## config.mk

```make
export PLATFORM = sky130hd
export DESIGN_NAME = irs_sched
export DESIGN_NICKNAME = d
export VERILOG_FILES = /design/src/irs_fifo.v /design/src/irs_sched.v
export VERILOG_INCLUDE_DIRS = /design/src
export SDC_FILE = /design/constraint.sdc
export NUM_CORES = 1
export LEC_CHECK = 0
export ABC_AREA = 1
export ABC_CLOCK_PERIOD_IN_PS = 2950
export BUFFER_PORTS_ARGS = -buffer_cell sky130_fd_sc_hd__buf_2
export CORE_ASPECT_RATIO = 1.75
export CORE_MARGIN = 2
export CORE_UTILIZATION = 60
export CTS_CLUSTER_DIAMETER = 60
export CTS_CLUSTER_SIZE = 40
export DETAILED_ROUTE_END_ITERATION = 16
export PLACE_DENSITY = 0.8
export SYNTH_ARGS = -nofsm -noshare
export SYNTH_HDL_FRONTEND = slang
export SYNTH_HIERARCHICAL = 1
export SYNTH_SLANG_ARGS = --single-unit
```

## constraint.sdc

```tcl
create_clock -name clk -period 2.95 [get_ports clk]
set_input_delay 0.4425 -clock clk [delete_from_list [all_inputs] [get_ports clk]]
set_output_delay 0.4425 -clock clk [all_outputs]
set_load 0.005 [all_outputs]
```

## src/irs_consts.vh

```
/*
 Constants for the interleaved request scheduler: packet codes, timing
 counts in request cycles, field layout of the sampled request word.
 Assumes inclusion by the design, controller and bench files.
*/
`ifndef IRS_CONSTS_VH
`define IRS_CONSTS_VH
`define IRS_OP_W          2
`define IRS_OP_NOP        2'h0
`define IRS_OP_ACT        2'h1
`define IRS_OP_COL        2'h2
`define IRS_OP_PRE        2'h3
`define IRS_REQ_W         12
`define IRS_OP_HI         11
`define IRS_OP_LO         10
`define IRS_WR_BIT        9
`define IRS_COLUMN_DELAY_FIELD_BIT      8
`define IRS_PDLY_HI       7
`define IRS_PDLY_LO       6
`define IRS_BANK_HI       5
`define IRS_BANK_LO       3
`define IRS_COL_HI        2
`define IRS_COL_LO        0
`define IRS_DATA_W        16
`define IRS_CWD_CYC       4'h3
`define IRS_CAC_CYC       4'h6
`define IRS_CC_CYC        4'h2
`define IRS_PIPE_LEN      16
`define IRS_FIFO_DEPTH    8
`endif

```

## src/irs_fifo.v

```verilog
/*
 Parameterised FIFO with valid/ready on both sides.
 Assumes a single clock and synchronous active-high reset.
*/
`default_nettype none
module irs_fifo #(
	parameter WIDTH = 16,
	parameter DEPTH = 8,
	parameter AW    = 3
) (
	input  wire             clk,
	input  wire             reset,
	input  wire             in_valid,
	output wire             in_ready,
	input  wire [WIDTH-1:0] in_data,
	output wire             out_valid,
	input  wire             out_ready,
	output wire [WIDTH-1:0] out_data
);
	reg [WIDTH-1:0] mem [0:DEPTH-1];
	reg [AW-1:0]    wr_q;
	reg [AW-1:0]    rd_q;
	reg [AW:0]      cnt_q;
	wire            push;
	wire            pop;
	assign in_ready  = (cnt_q != DEPTH[AW:0]);
	assign out_valid = (cnt_q != {(AW+1){1'b0}});
	assign out_data  = mem[rd_q];
	assign push      = in_valid & in_ready;
	assign pop       = out_valid & out_ready;
	always @(posedge clk)
	begin
		if (push)
			mem[wr_q] <= in_data;
		if (reset)
		begin
			wr_q  <= {AW{1'b0}};
			rd_q  <= {AW{1'b0}};
			cnt_q <= {(AW+1){1'b0}};
		end
		else
		begin
			if (push)
				wr_q <= wr_q + 1'b1;
			if (pop)
				rd_q <= rd_q + 1'b1;
			if (push & ~pop)
				cnt_q <= cnt_q + 1'b1;
			else if (pop & ~push)
				cnt_q <= cnt_q - 1'b1;
		end
	end
endmodule // irs_fifo
`default_nettype wire

```

## src/irs_sched.v

```verilog
/*
 Device side of the request path: samples the request pins on rising edges of
 the received request clock, applies delayed column and precharge
 commands, captures write data and returns read data at fixed delays.
 Assumes the controller keeps all spacing constraints it is bound to.
*/
`default_nettype none
`include "irs_consts.vh"
// Operation
// - Column-delay field: apply column one cycle later
// - Precharge delay field postpones the precharge
// - Write data captured write-data-delay after column
// - Read data returned read-data-delay after column
// - Write-read bus gap follows from delays
module irs_sched (
	input  wire                    clk,
	input  wire                    reset,
	input  wire                    req_clk,
	input  wire [`IRS_REQ_W-1:0]   request_pins,
	input  wire [`IRS_DATA_W-1:0]  dq_in,
	output reg  [`IRS_DATA_W-1:0]  dq_out,
	output reg                     dq_oe,
	output reg                     row_activate_cmd,
	output reg                     precharge_cmd,
	output reg                     column_cmd,
	output reg                     column_write,
	output reg  [2:0]              cmd_bank,
	output reg  [2:0]              cmd_column,
	output reg                     wr_data_valid,
	output reg  [`IRS_DATA_W-1:0]  wr_data,
	input  wire                    rd_data_valid,
	output reg                     rd_data_ready,
	input  wire [`IRS_DATA_W-1:0]  rd_data
);
	reg                    ck_s1_q;
	reg                    ck_s2_q;
	reg                    ck_old_q;
	reg [`IRS_REQ_W-1:0]   rq_s1_q;
	reg [`IRS_REQ_W-1:0]   rq_s2_q;
	reg [`IRS_DATA_W-1:0]  dq_s1_q;
	reg [`IRS_DATA_W-1:0]  dq_s2_q;
	reg [`IRS_PIPE_LEN-1:0] colw_q;
	reg [`IRS_PIPE_LEN-1:0] colr_q;
	reg [`IRS_PIPE_LEN-1:0] wdat_q;
	reg [`IRS_PIPE_LEN-1:0] rdat_q;
	reg [2:0]              colb_q [0:1];
	reg [2:0]              colc_q [0:1];
	reg [3:0]              pre_q;
	reg [2:0]              preb_q [0:3];
	reg [`IRS_DATA_W-1:0]  hold_q;
	reg                    fill_q;
	wire                   tick;
	wire [1:0]             op;
	wire                   f_valid;
	wire [`IRS_DATA_W-1:0] f_data;
	wire                   f_in_ready;
	wire                   f_pop;
	integer                i;
	function [`IRS_PIPE_LEN-1:0] tap;
		input [3:0] d;
		begin
			// Bit d-1: the entry falls due d ticks later
			tap = ({{(`IRS_PIPE_LEN-1){1'b0}}, 1'b1} << d) >> 1;
		end
	endfunction
	assign tick = ck_s2_q & ~ck_old_q;
	assign op   = rq_s2_q[`IRS_OP_HI:`IRS_OP_LO];
	// Read data source stalls when the return FIFO is full
	assign f_pop = tick & rdat_q[0];
	irs_fifo #(
		.WIDTH (`IRS_DATA_W),
		.DEPTH (`IRS_FIFO_DEPTH),
		.AW    (3)
	) i_irs_fifo (
		.clk       (clk),
		.reset     (reset),
		.in_valid  (rd_data_valid),
		.in_ready  (f_in_ready),
		.in_data   (rd_data),
		.out_valid (f_valid),
		.out_ready (f_pop),
		.out_data  (f_data)
	);
	always @(posedge clk)
	begin
		ck_s1_q <= req_clk;
		ck_s2_q <= ck_s1_q;
		rq_s1_q <= request_pins;
		rq_s2_q <= rq_s1_q;
		dq_s1_q <= dq_in;
		dq_s2_q <= dq_s1_q;
		if (reset)
		begin
			ck_old_q         <= 1'b0;
			colw_q           <= {`IRS_PIPE_LEN{1'b0}};
			colr_q           <= {`IRS_PIPE_LEN{1'b0}};
			wdat_q           <= {`IRS_PIPE_LEN{1'b0}};
			rdat_q           <= {`IRS_PIPE_LEN{1'b0}};
			pre_q            <= 4'h0;
			dq_out           <= {`IRS_DATA_W{1'b0}};
			dq_oe            <= 1'b0;
			row_activate_cmd <= 1'b0;
			precharge_cmd    <= 1'b0;
			column_cmd       <= 1'b0;
			column_write     <= 1'b0;
			cmd_bank         <= 3'h0;
			cmd_column       <= 3'h0;
			wr_data_valid    <= 1'b0;
			wr_data          <= {`IRS_DATA_W{1'b0}};
			rd_data_ready    <= 1'b0;
			hold_q           <= {`IRS_DATA_W{1'b0}};
			fill_q           <= 1'b0;
			for (i = 0; i < 4; i = i + 1)
				preb_q[i] <= 3'h0;
			for (i = 0; i < 2; i = i + 1)
			begin
				colb_q[i] <= 3'h0;
				colc_q[i] <= 3'h0;
			end
		end
		else
		begin
			ck_old_q         <= ck_s2_q;
			rd_data_ready    <= f_in_ready;
			row_activate_cmd <= 1'b0;
			precharge_cmd    <= 1'b0;
			column_cmd       <= 1'b0;
			wr_data_valid    <= 1'b0;
			if (tick)
			begin
				colw_q <= colw_q >> 1;
				colr_q <= colr_q >> 1;
				wdat_q <= wdat_q >> 1;
				rdat_q <= rdat_q >> 1;
				pre_q  <= pre_q >> 1;
				colb_q[0] <= colb_q[1];
				colc_q[0] <= colc_q[1];
				for (i = 0; i < 3; i = i + 1)
					preb_q[i] <= preb_q[i+1];
				if (op == `IRS_OP_ACT)
				begin
					row_activate_cmd <= 1'b1;
					cmd_bank <= rq_s2_q[`IRS_BANK_HI:`IRS_BANK_LO];
				end
				else if (op == `IRS_OP_COL &&
					!rq_s2_q[`IRS_COLUMN_DELAY_FIELD_BIT])
				begin
					column_cmd   <= 1'b1;
					column_write <= rq_s2_q[`IRS_WR_BIT];
					cmd_bank   <= rq_s2_q[`IRS_BANK_HI:`IRS_BANK_LO];
					cmd_column <= rq_s2_q[`IRS_COL_HI:`IRS_COL_LO];
				end
				else if (colw_q[0] | colr_q[0])
				begin
					column_cmd   <= 1'b1;
					column_write <= colw_q[0];
					cmd_bank     <= colb_q[0];
					cmd_column   <= colc_q[0];
				end
				if (op == `IRS_OP_COL && rq_s2_q[`IRS_COLUMN_DELAY_FIELD_BIT])
				begin
					colb_q[0] <= rq_s2_q[`IRS_BANK_HI:`IRS_BANK_LO];
					colc_q[0] <= rq_s2_q[`IRS_COL_HI:`IRS_COL_LO];
					if (rq_s2_q[`IRS_WR_BIT])
						colw_q <= (colw_q >> 1) | tap(4'h1);
					else
						colr_q <= (colr_q >> 1) | tap(4'h1);
				end
				if (op == `IRS_OP_COL)
				begin
					if (rq_s2_q[`IRS_WR_BIT])
						wdat_q <= (wdat_q >> 1) | tap(`IRS_CWD_CYC
							+ {3'h0, rq_s2_q[`IRS_COLUMN_DELAY_FIELD_BIT]});
					else
						rdat_q <= (rdat_q >> 1) | tap(`IRS_CAC_CYC
							+ {3'h0, rq_s2_q[`IRS_COLUMN_DELAY_FIELD_BIT]});
				end
				if (pre_q[0])
				begin
					precharge_cmd <= 1'b1;
					cmd_bank      <= preb_q[0];
				end
				// Zero delay applies at once, else parks d-1 stages out
				if (op == `IRS_OP_PRE &&
					rq_s2_q[`IRS_PDLY_HI:`IRS_PDLY_LO] == 2'h0)
				begin
					precharge_cmd <= 1'b1;
					cmd_bank      <= rq_s2_q[`IRS_BANK_HI:`IRS_BANK_LO];
				end
				else if (op == `IRS_OP_PRE)
				begin
					pre_q <= (pre_q >> 1) | (4'h1 <<
						(rq_s2_q[`IRS_PDLY_HI:`IRS_PDLY_LO] - 2'h1));
					preb_q[rq_s2_q[`IRS_PDLY_HI:`IRS_PDLY_LO] - 2'h1] <=
						rq_s2_q[`IRS_BANK_HI:`IRS_BANK_LO];
				end
				if (wdat_q[0])
				begin
					wr_data_valid <= 1'b1;
					wr_data       <= dq_s2_q;
				end
				// Drive each read packet back-to-back; gap set by delays
				if (rdat_q[0])
				begin
					dq_oe  <= 1'b1;
					dq_out <= f_valid ? f_data : hold_q;
				end
				else
					dq_oe <= 1'b0;
			end
			if (f_valid && !fill_q)
			begin
				hold_q <= f_data;
				fill_q <= 1'b1;
			end
		end
	end
endmodule // irs_sched
`default_nettype wire

```

Yosys cells after proc, flatten, opt, wreduce, memory -nomap -nowiden
Memories as Yosys holds them, arrays and structs flattened. A register that Yosys moved wholly into a read port is not among the register bits.
Cells that the tools add are included.
- add/sub/neg operators: 7
- equality and inequality tests: 4
- shifts and indexed selects: 3
- muxes and demuxes: 57
- bitwise operators: 22
- reduce and logical (&&, ||, !) cells: 18
- operators with widths (kind ; number):
    $mux W15 ; 4
    $mux W3 ; 17
    $mux W1 ; 30
    $or A15 B15 Y15 ; 2
    $mux W16 ; 1
    $mux W4 ; 4
    $shl A1 B3 Y16 const A ; 1
    $shl A1 B4 Y16 const A ; 1
    $or A1 B1 Y1 ; 8
    $add A3 B1 Y3 const B ; 2
    $and A1 B1 Y1 ; 6
    $reduce_and A2 Y1 ; 3
    $reduce_or A3 Y1 ; 2
    $not A1 Y1 ; 5
    $reduce_bool A5 Y1 ; 1
    $add A3 B1 Y4 const A ; 1
    $add A4 B1 Y4 const B ; 1
    $eq A2 B2 Y1 const B ; 2
    $logic_and A1 B1 Y1 ; 4
    $ne A4 B4 Y1 const B ; 1
    $or A3 B4 Y4 ; 1
    $reduce_bool A2 Y1 ; 2
    $reduce_bool A4 Y1 ; 1
    $shl A1 B2 Y4 const A ; 1
    9 further kinds ; 10
- bits in registers: 169
- RAM bits: 152
- input bits: 48
- output and inout port bits: 45
- memories: 4
- memories (memory ; depth ; width ; read ports ; clocked after memory_dff ; write ports ; line ; text):
    i_irs_fifo.mem ; 8 ; 16 ; 1 ; 1 ; 1 ; irs_fifo.v:20 ; reg [WIDTH-1:0] mem [0:DEPTH-1];
    preb_q ; 4 ; 3 ; 4 ; 0 ; 4 ; irs_sched.v:49 ; reg [2:0] preb_q [0:3];
    colb_q ; 2 ; 3 ; 2 ; 0 ; 2 ; irs_sched.v:46 ; reg [2:0] colb_q [0:1];
    colc_q ; 2 ; 3 ; 2 ; 0 ; 2 ; irs_sched.v:47 ; reg [2:0] colc_q [0:1];

Depth between registers and ports, before layout
Gate-level depths: netlist of run 1.
- depth after elaboration: 8
- mapped depth: 15

By module
Netlist of run 1, hierarchy kept.
- by module, submodules not included (module ; instances ; cells an instance ; area each (µm²) ; sequential area each (µm²)):
    irs_fifo ; 1 ; 484 ; 5704.2 ; 4103.9
    irs_sched ; 1 ; 534 ; 5173.7 ; 3343.2

Worst setup path after synthesis of run 1
Ideal clock, no wire load.
- kind: reg-to-reg
- start: register ck_old_q
- end: register i_irs_fifo.cnt_q[3]
- data arrival time: 1910 ps
- data required time: 2841 ps
- setup slack: 931 ps
- stages on the path, launching flop included: 15
- buffers on the path: 1
- clock period less this slack: 2019 ps
- cell sequence: dfxtp_1 > nor2_8 > nand2_1 > inv_2 > buf_2 > nand2_2 > ha_1 > inv_1 > ha_1 > a21oi_1 > nand2_1 > nand2_1 > nand3_1 > nand2_1 > inv_1
- word-level cells in the longest chain between the ends: 7
- elaborated cells between the ends (all ways): 9
- classes of those cells: mux (1); bitwise (7); reduce/logical (1)
- RTL lines (what ; line ; text):
    from (decl) ; irs_sched.v:37 ; reg ck_old_q;
    from (signal assigned) ; irs_sched.v:123 ; ck_old_q <= ck_s2_q;
    $not A1 Y1 * ; irs_sched.v:66 ; assign tick = ck_s2_q & ~ck_old_q;
    $and A1 B1 Y1 * ; irs_sched.v:66 ;
    $and A1 B1 Y1 * ; irs_sched.v:69 ; assign f_pop = tick & rdat_q[0];
    net f_pop ; irs_sched.v:57 ; wire f_pop;
    $and A1 B1 Y1 * ; irs_fifo.v:30 ; assign pop = out_valid & out_ready;
    $not A1 Y1 ; irs_fifo.v:47 ; if (push & ~pop)
    $and A1 B1 Y1 ; irs_fifo.v:47 ;
    $mux W4 or $reduce_bool A2 Y1 (tied branches) ; n/a ;
    to (signal assigned) ; irs_fifo.v:39 ; cnt_q <= {(AW+1){1'b0}};
    to (signal assigned) ; irs_fifo.v:48 ; cnt_q <= cnt_q + 1'b1;
    to (signal assigned) ; irs_fifo.v:50 ; cnt_q <= cnt_q - 1'b1;
    to (decl) ; irs_fifo.v:23 ; reg [AW:0] cnt_q;
The timed path passes the listed nets; every way through them passes the cells marked *.
A chain may end at the register's enable or synchronous reset.

Worst setup path in the final report of run 1
- start: register ck_old_q
- end: register i_irs_fifo.cnt_q[3]
- word-level cells in the longest chain between the ends: 7
- elaborated cells between the ends (all ways): 9
- classes of those cells: mux (1); bitwise (7); reduce/logical (1)
- RTL lines (what ; line):
    $not A1 Y1 * ; irs_sched.v:66
    $and A1 B1 Y1 * ; irs_sched.v:66
    $and A1 B1 Y1 * ; irs_sched.v:69
    $and A1 B1 Y1 * ; irs_fifo.v:30
    $not A1 Y1 ; irs_fifo.v:47
    $and A1 B1 Y1 ; irs_fifo.v:47
    $mux W4 or $reduce_bool A2 Y1 (tied branches) ; n/a
Every way passes the cells marked *; elsewhere a longest branch is shown, timed or not.

==> results.py, run 1 <==
metrics = {
    "outcome": {
        "status": "completed",
    },
    "routing": {
        "dr.first_iter.drc_count": 379,
        "vias_per_cell": 5.37,
        "vias": 7153,
        "ant_nets": 0,
        "finalWirelength_mm": 20.3,
        "drtPass1Iterations": 5,
        "drc": 0,
        "wl_per_cell_um": 15.2,
    },
    "setup_path": {
        "cpPeakStageDelay_ns": 0.38,
        "path_cells": "nor2_8 -> nand2_1 -> inv_2 -> nand2_2 -> ha_1 -> inv_1 -> ha_1 -> a21oi_1 -> nand2_1 -> nand2_1 -> nand3_1 -> nand2_1 -> inv_1",
        "crit_slowest_cell": "dfxtp_1",
        "startpoint_type": "flip-flop",
        "critPathMostFrequentCell": "nand2_1",
        "worstPathMaxFanout": 22,
        "critical_path_class": "flip-flop to flip-flop",
        "cp.required_ns": 3.36,
        "cp.arrival_ns": 2.64,
        "endpoint_kind": "flip-flop",
    },
    "run": {
        "max_cap_violations": 0,
    },
    "clocking": {
        "cts_hold_buf": 0,
        "post_cts_buffers": 0,
        "cts_buffers": 11,
        "clock-sinks": 299,
        "cts_root_buf": "clkbuf_16",
        "clock_path_buffers": 3,
        "clk_pin_slew_ns": 0.13,
        "htreeDepth": 1,
        "cts_tree": "yes",
        "cts_resized": 0,
        "clk_latency_ns": 0.49,
    },
    "synth": {
        "synth_cell_types": 38,
        "yosys.area.top_type_share_pct": 40.3,
        "syn_inst": 1018,
        "yosys_warnings": 6,
        "synth_area_mm2": 0.0109,
        "ys_ff_latch": 299,
        "synth_edf_count": 146,
        "post_synth.cell_area_avg_um2": 10.7,
        "synth_largest_area_cell": "edfxtp_1",
        "yosys.cell_count.top_type": "nand2_1",
        "ys_seq_area_share_pct": 68.5,
        "synthArstFlopShare_pct": 0,
        "yosys-top-cells-count": "176 x nand2_1, 153 x dfxtp_1, 146 x edfxtp_1, 143 x nor2_1, 78 x o21ai_0",
        "synth_area_leaders": "edfxtp_1 40%, dfxtp_1 28%, nand2_1 6.1%",
        "synth_top_flop_cell": "dfxtp_1",
    },
    "finish": {
        "fin_nets": 1149,
        "fillCellCount": 1368,
        "syn_to_final_growth_pct": 8.45,
        "drive_gt1_share_pct": 14.0,
        "antenna_cells": 0,
        "final_util_pct": 65.9,
    },
    "timing": {
        "worstMarginPinSlew_ns": 0.681,
        "slew_viol_final": 0,
        "min_period_over_period_pct": 75.7,
        "min_period_ns": 2.23,
        "finClkSkew_ns": 0.0262,
        "slew_headroom_pct": 54.5,
        "timing.fmax_mhz": 448,
        "finalHoldViolations": 0,
        "rsz0062_at_grt": "false",
        "setup_violations": 0,
        "worst_slack_ns": 0.718,
        "tns_ns": 0,
    },
    "worst_hold_path": {
        "hold_class": "input pin to flip-flop",
    },
    "placed_design": {
        "hpwl_mm": 13.3,
        "gp_congestion": 0.865,
        "io_buffers": 92,
        "pre_cts_ws_ns": 0.745,
    },
    "die": {
        "pin_count": 93,
        "dieWidth_um": 106,
        "placeableCoreArea_mm2": 0.0179,
        "dieHeight_um": 182,
        "start_util_pct": 60.8,
        "rows": 65,
        "dieArea_mm2": 0.0193,
    },
    "pwr": {
        "power-per-cell-area_mw_per_mm2": 601,
        "pwr-share-clk_pct": 27.4,
        "vdd_drop_max_v": 0.000546,
        "seqPwrFrac_pct": 64.8,
        "switching_power_w": 0.00158,
        "p_comb_share_pct": 7.7,
        "leakagePower_nw": 4.68,
        "p_int_w": 0.00551,
        "p_sw_share_pct": 22.3,
    },
    "grt": {
        "antenna_found_initial": 0,
        "grt_pass1_wl_mm": 32.8,
        "grt_pass1_vias": 6952,
        "grt_max_degree": 65,
        "overflow": 0,
        "grtUsageTotal_pct": 21.1,
    },
}
==> per-layer routing <==
layer	up-vias	routed length (um)	track usage, %
met5	-	0	0
met1	3344	7710	23.1
li1	3562	-	-
met2	188	10800	39.7
met3	59	967	2.61
met4	0	826	10.5
==> metrics by stage <==
step | cell area, um^2 | hold slack, ns | total power, W | instances
final | 11800 | 0.0370 | 0.00709 | 1333
after global routing | 11800 | 0.0135 | 0.00734 | 1333
after global placement | 11500 | 0.311 | 0.00522 | 1316
after floorplan | 10900 | 0.310 | 0.00507 | 1020
after CTS | 11800 | 0.0204 | 0.00714 | 1333
after detailed placement | 11500 | 0.312 | 0.00524 | 1316
==> power groups by stage <==
stage | Combinational (W) | Sequential (W) | Clock, W
6_report | 0.000549 | 0.00460 | 0.00194
2_1_floorplan | 0.000397 | 0.00468 | 0
3_3_place_gp | 0.000534 | 0.00468 | 0
3_5_place_dp | 0.000549 | 0.00469 | 0
5_1_grt | 0.000627 | 0.00461 | 0.00210
4_1_cts | 0.000552 | 0.00460 | 0.00199
==> final cells by class <==
type | count | area, um^2 | share of cell area [%]
Tap cell | 234 | 293 | 2.48
Inverter | 65 | 248 | 2.10
Sequential cell | 299 | 7450 | 63.1
Clock buffer | 14 | 287 | 2.43
Clock inverter | 3 | 55.1 | 0.467
Timing Repair Buffer | 109 | 601 | 5.09
Multi-Input combinational cell | 609 | 2870 | 24.3
==> flip-flops by register name, indices dropped and copies added, names as in the netlist, 16 cells and up, named ones only <==
signal,count
dq_out,16
dq_s1_q,16
dq_s2_q,16
hold_q,16
i_irs_fifo/mem,128
wr_data,16
==> logic make-up after synthesis <==
group,after synthesis,share of synthesized area [%]
compound gates,216,10.4
buf+inv,112,5.25
other cells,1,0.0345
simple gates,380,14.7
fa+ha+maj,6,0.759
xor+xnor,4,0.322
flops,299,68.5
==> critical path: cells and delay by family (launching register included) <==
kind | cells | cell delay, ns
compound gates | 1 | 0.21
fa+ha+maj | 2 | 0.48
buf+inv | 3 | 0.26
flops | 1 | 0.38
simple gates | 7 | 0.83
==> final timing paths <==
| path | from | to | slack, ns | cells past startpoint |
|---|---|---|---|---|
| max | ck_old_q | i_irs_fifo/cnt_q[3] | 0.72 | 13 |
| min reg2reg | rq_s1_q[10] | rq_s2_q[10] | 0.34 | 0 |
| min | dq_in[13] | dq_s1_q[13] | 0.04 | 1 |
| max reg2reg | ck_old_q | i_irs_fifo/cnt_q[3] | 0.72 | 13 |
==> cell usage in the layout (no fill, tap or decap), drive strengths merged <==
cell,count
o22ai,8
nor2,146
clkinv,2
nand4,1
inv,65
o221ai,3
nand2,184
bufinv,1
nand3b,1
buf,109
xor2,4
edfxtp,146
dfxtp,153
a21oi,48
o21ai,140
nand3,47
conb,3
a31oi,16
o21bai,1
clkbuf,14
fa,1
nor3,1
ha,5
(Power assumes the default switching activity.)
==> run 2: changes to the inputs <==
Settings changed: ABC_AREA 1 to 0, ABC_CLOCK_PERIOD_IN_PS 2950 to 2000, CORE_UTILIZATION 60 to 53, PLACE_DENSITY 0.8 to 0.75.
Clock period 2.95 ns to 2 ns, I/O delays scaled along.
==> results.py, run 2 <==
metrics = {
    "clocking": {
        "cts_tree": "yes",
        "cts_buffers": 13,
        "clock_path_buffers": 3,
        "htreeDepth": 1,
        "clk_pin_slew_ns": 0.12,
        "clk_latency_ns": 0.49,
        "cts_root_buf": "clkbuf_16",
        "clock-sinks": 299,
    },
    "synth": {
        "synth_top_flop_cell": "dfxtp_1",
        "yosys.area.top_type_share_pct": 41.1,
        "ys_ff_latch": 299,
        "yosys.cell_count.top_type": "dfxtp_1",
        "yosys-top-cells-count": "153 x dfxtp_1, 146 x edfxtp_1, 92 x nand2_1, 58 x a21oi_1, 53 x nor2_1",
        "post_synth.cell_area_avg_um2": 14.4,
        "synth_cell_types": 51,
        "synth_edf_count": 146,
        "synth_area_leaders": "edfxtp_1 41%, dfxtp_1 29%, mux4_1 6.9%",
        "synth_largest_area_cell": "edfxtp_1",
        "syn_inst": 738,
        "synth_area_mm2": 0.0107,
        "ys_seq_area_share_pct": 69.9,
        "synthArstFlopShare_pct": 0,
        "yosys_warnings": 6,
    },
    "worst_hold_path": {
        "whs_path_depth": 1,
        "min_to": "i_irs_fifo/mem[7][15]",
        "hold_class": "input pin to flip-flop",
        "hold_start": "rd_data[15]",
    },
    "setup_path": {
        "cp.arrival_ns": 2.71,
        "critical_path_class": "flip-flop to flip-flop",
        "reg2regPathDepth": 10,
        "cpPeakStageDelay_ns": 0.58,
        "reg2reg_slack_ns": -0.34,
        "worstPathMaxFanout": 3,
        "r2r_end": "i_irs_fifo/cnt_q[3]",
        "reg2reg_from": "i_irs_fifo/cnt_q[1]",
        "endpoint_kind": "flip-flop",
        "crit_slowest_cell": "or4b_4",
        "path_cells": "or4b_4 -> nand2_8 -> inv_4 -> ha_4 -> inv_4 -> ha_4 -> a21oi_4 -> a211oi_4 -> a31oi_4 -> mux2_4",
        "cp.required_ns": 2.37,
        "startpoint_type": "flip-flop",
    },
    "timing": {
        "timing.fmax_mhz": 427,
        "min_period_ns": 2.34,
        "min_period_over_period_pct": 117,
        "slew_headroom_pct": 59.2,
        "worstMarginPinSlew_ns": 0.609,
        "finalHoldViolations": 0,
        "worst_slack_ns": -0.340,
        "rsz0062_at_grt": "true",
        "finClkSkew_ns": 0.0235,
        "setup_violations": 3,
        "slew_viol_final": 0,
    },
    "finish": {
        "postLayoutCellArea_mm2": 0.0126,
        "fin_nets": 931,
        "final_common_cell": "dfxtp_1",
        "regMostFlops": "i_irs_fifo/mem",
        "final_cell_mix": "149 x dfxtp_1, 146 x edfxtp_1, 92 x buf_2",
        "largest_register_ffs": 128,
        "drive_gt1_share_pct": 23.2,
        "syn_to_final_growth_pct": 17.8,
    },
    "routing": {
        "drtPass1Iterations": 5,
        "wl_per_cell_um": 17.6,
        "vias_per_cell": 5.42,
        "vias": 6115,
        "ant_nets": 0,
        "finalWirelength_mm": 19.9,
        "dr.first_iter.drc_count": 403,
        "drc": 0,
    },
    "run": {
        "max_cap_violations": 0,
    },
    "placed_design": {
        "pre_cts_ws_ns": -0.367,
        "gp_congestion": 0.756,
        "io_buffers": 92,
        "hpwl_mm": 12.8,
        "place_area_mm2": 0.0117,
    },
    "outcome": {
        "violations": "setup timing",
        "status": "finished with violations",
    },
    "die": {
        "rows": 68,
        "dieWidth_um": 111,
        "dieArea_mm2": 0.0213,
        "start_util_pct": 54.0,
        "pin_count": 93,
        "placeableCoreArea_mm2": 0.0197,
        "dieHeight_um": 192,
    },
    "grt": {
        "grt_pass1_wl_mm": 31.4,
        "grtUsageTotal_pct": 18.4,
        "grt_pass1_vias": 6157,
        "grt_max_degree": 52,
        "overflow": 0,
        "antenna_found_initial": 0,
    },
    "pwr": {
        "power-per-cell-area_mw_per_mm2": 950,
        "vdd_drop_max_v": 0.000927,
        "leakagePower_nw": 4.66,
    },
}
-- run 2: cell types whose count changed in the layout (fill, tap and decap cells not counted), sizes merged, moves of 32 or more --
| cell | change |
|---|---|
| nand3 | -39 |
| nor2 | -93 |
| inv | -54 |
| mux4 | +32 |
| o21ai | -131 |
| nand2 | -91 |
-- run 2: timing repair --
item	CTS	global route
resized for setup	12	4
endpoints found under the setup margin	19	21
hold buffers	29	0
hold endpoints to repair	29	0
cloned	0	1
buffers inserted	2	1
pin swaps	8	3
-- run 2: power by group --
group	switching (W)	total (W)	leakage, nW	internal [W]
Clock	0.00186	0.00327	0.210	0.00141
Sequential	0.000157	0.00696	2.62	0.00680
Combinational	0.000903	0.00171	1.84	0.000806
-- run 2: critical path, delay by kind of cell (launching register included) --
kind | cells | cell delay, ns
buffers and inverters | 2 | 0.11
multiplexers | 1 | 0.31
flip-flops | 1 | 0.35
AO/OA/AOI/OAI | 3 | 0.41
adder cells (fa/ha/maj) | 2 | 0.37
AND/OR/NAND/NOR | 2 | 0.68
-- run 2: area by class of cell --
| cell class | count | area [um^2] |
|---|---|---|
| sequential | 299 | 7450 |
| fill | 1444 | 7180 |
| multi-input combinational | 393 | 3130 |
| timing repair buffer | 164 | 1210 |
| clock buffer | 13 | 325 |
| tap | 245 | 307 |
| clock inverter | 8 | 100 |
| inverter | 6 | 27.5 |
| antenna | 1 | 2.50 |
-- run 2: worst max path at each step --
stage                              startpoint                   to  slack, ns
after floorplan           i_irs_fifo/cnt_q[0]  i_irs_fifo/cnt_q[3]      -0.35
after global placement    i_irs_fifo/cnt_q[0]  i_irs_fifo/cnt_q[3]      -0.35
after detailed placement  i_irs_fifo/cnt_q[0]  i_irs_fifo/cnt_q[3]      -0.37
after CTS                 i_irs_fifo/cnt_q[3]  i_irs_fifo/cnt_q[3]      -0.29
after global routing      i_irs_fifo/cnt_q[1]  i_irs_fifo/cnt_q[3]      -0.40
final                     i_irs_fifo/cnt_q[1]  i_irs_fifo/cnt_q[3]      -0.34
-- run 2: per-layer routing --
layer | share of wire, % | track usage [%]
met1 | 39 | 21.5
met2 | 55 | 35.0
met5 | 0 | 0
met3 | 3.8 | 2.21
met4 | 2.4 | 5.75
-- run 2: through the flow --
step                      total power (W)  hold slack [ns]  setup TNS (ns)  util, %  cells
after floorplan                   0.00810            0.310          -15.87        -    740
after global placement            0.00858            0.310           -2.53     59.3   1074
after detailed placement          0.00863            0.312           -3.35     59.3   1074
after CTS                          0.0120           0.0506          -0.536     63.4   1126
after global routing               0.0124           0.0535           -1.07     63.6   1128
final                              0.0119           0.0702          -0.794     63.6   1129
-- run 2: logic make-up (layout without fill, tap and decap cells) --
logic type / after synthesis / in the layout / share of synthesized area (%)
AO/OA/AOI/OAI: 99 / 99 / 5.49
XOR/XNOR: 6 / 6 / 0.493
adder cells (fa/ha/maj): 6 / 6 / 0.775
buffers and inverters: 48 / 191 / 2.31
flip-flops: 299 / 299 / 69.9
multiplexers: 79 / 79 / 12.4
other: 1 / 4 / 0.0352
AND/OR/NAND/NOR: 200 / 200 / 8.65
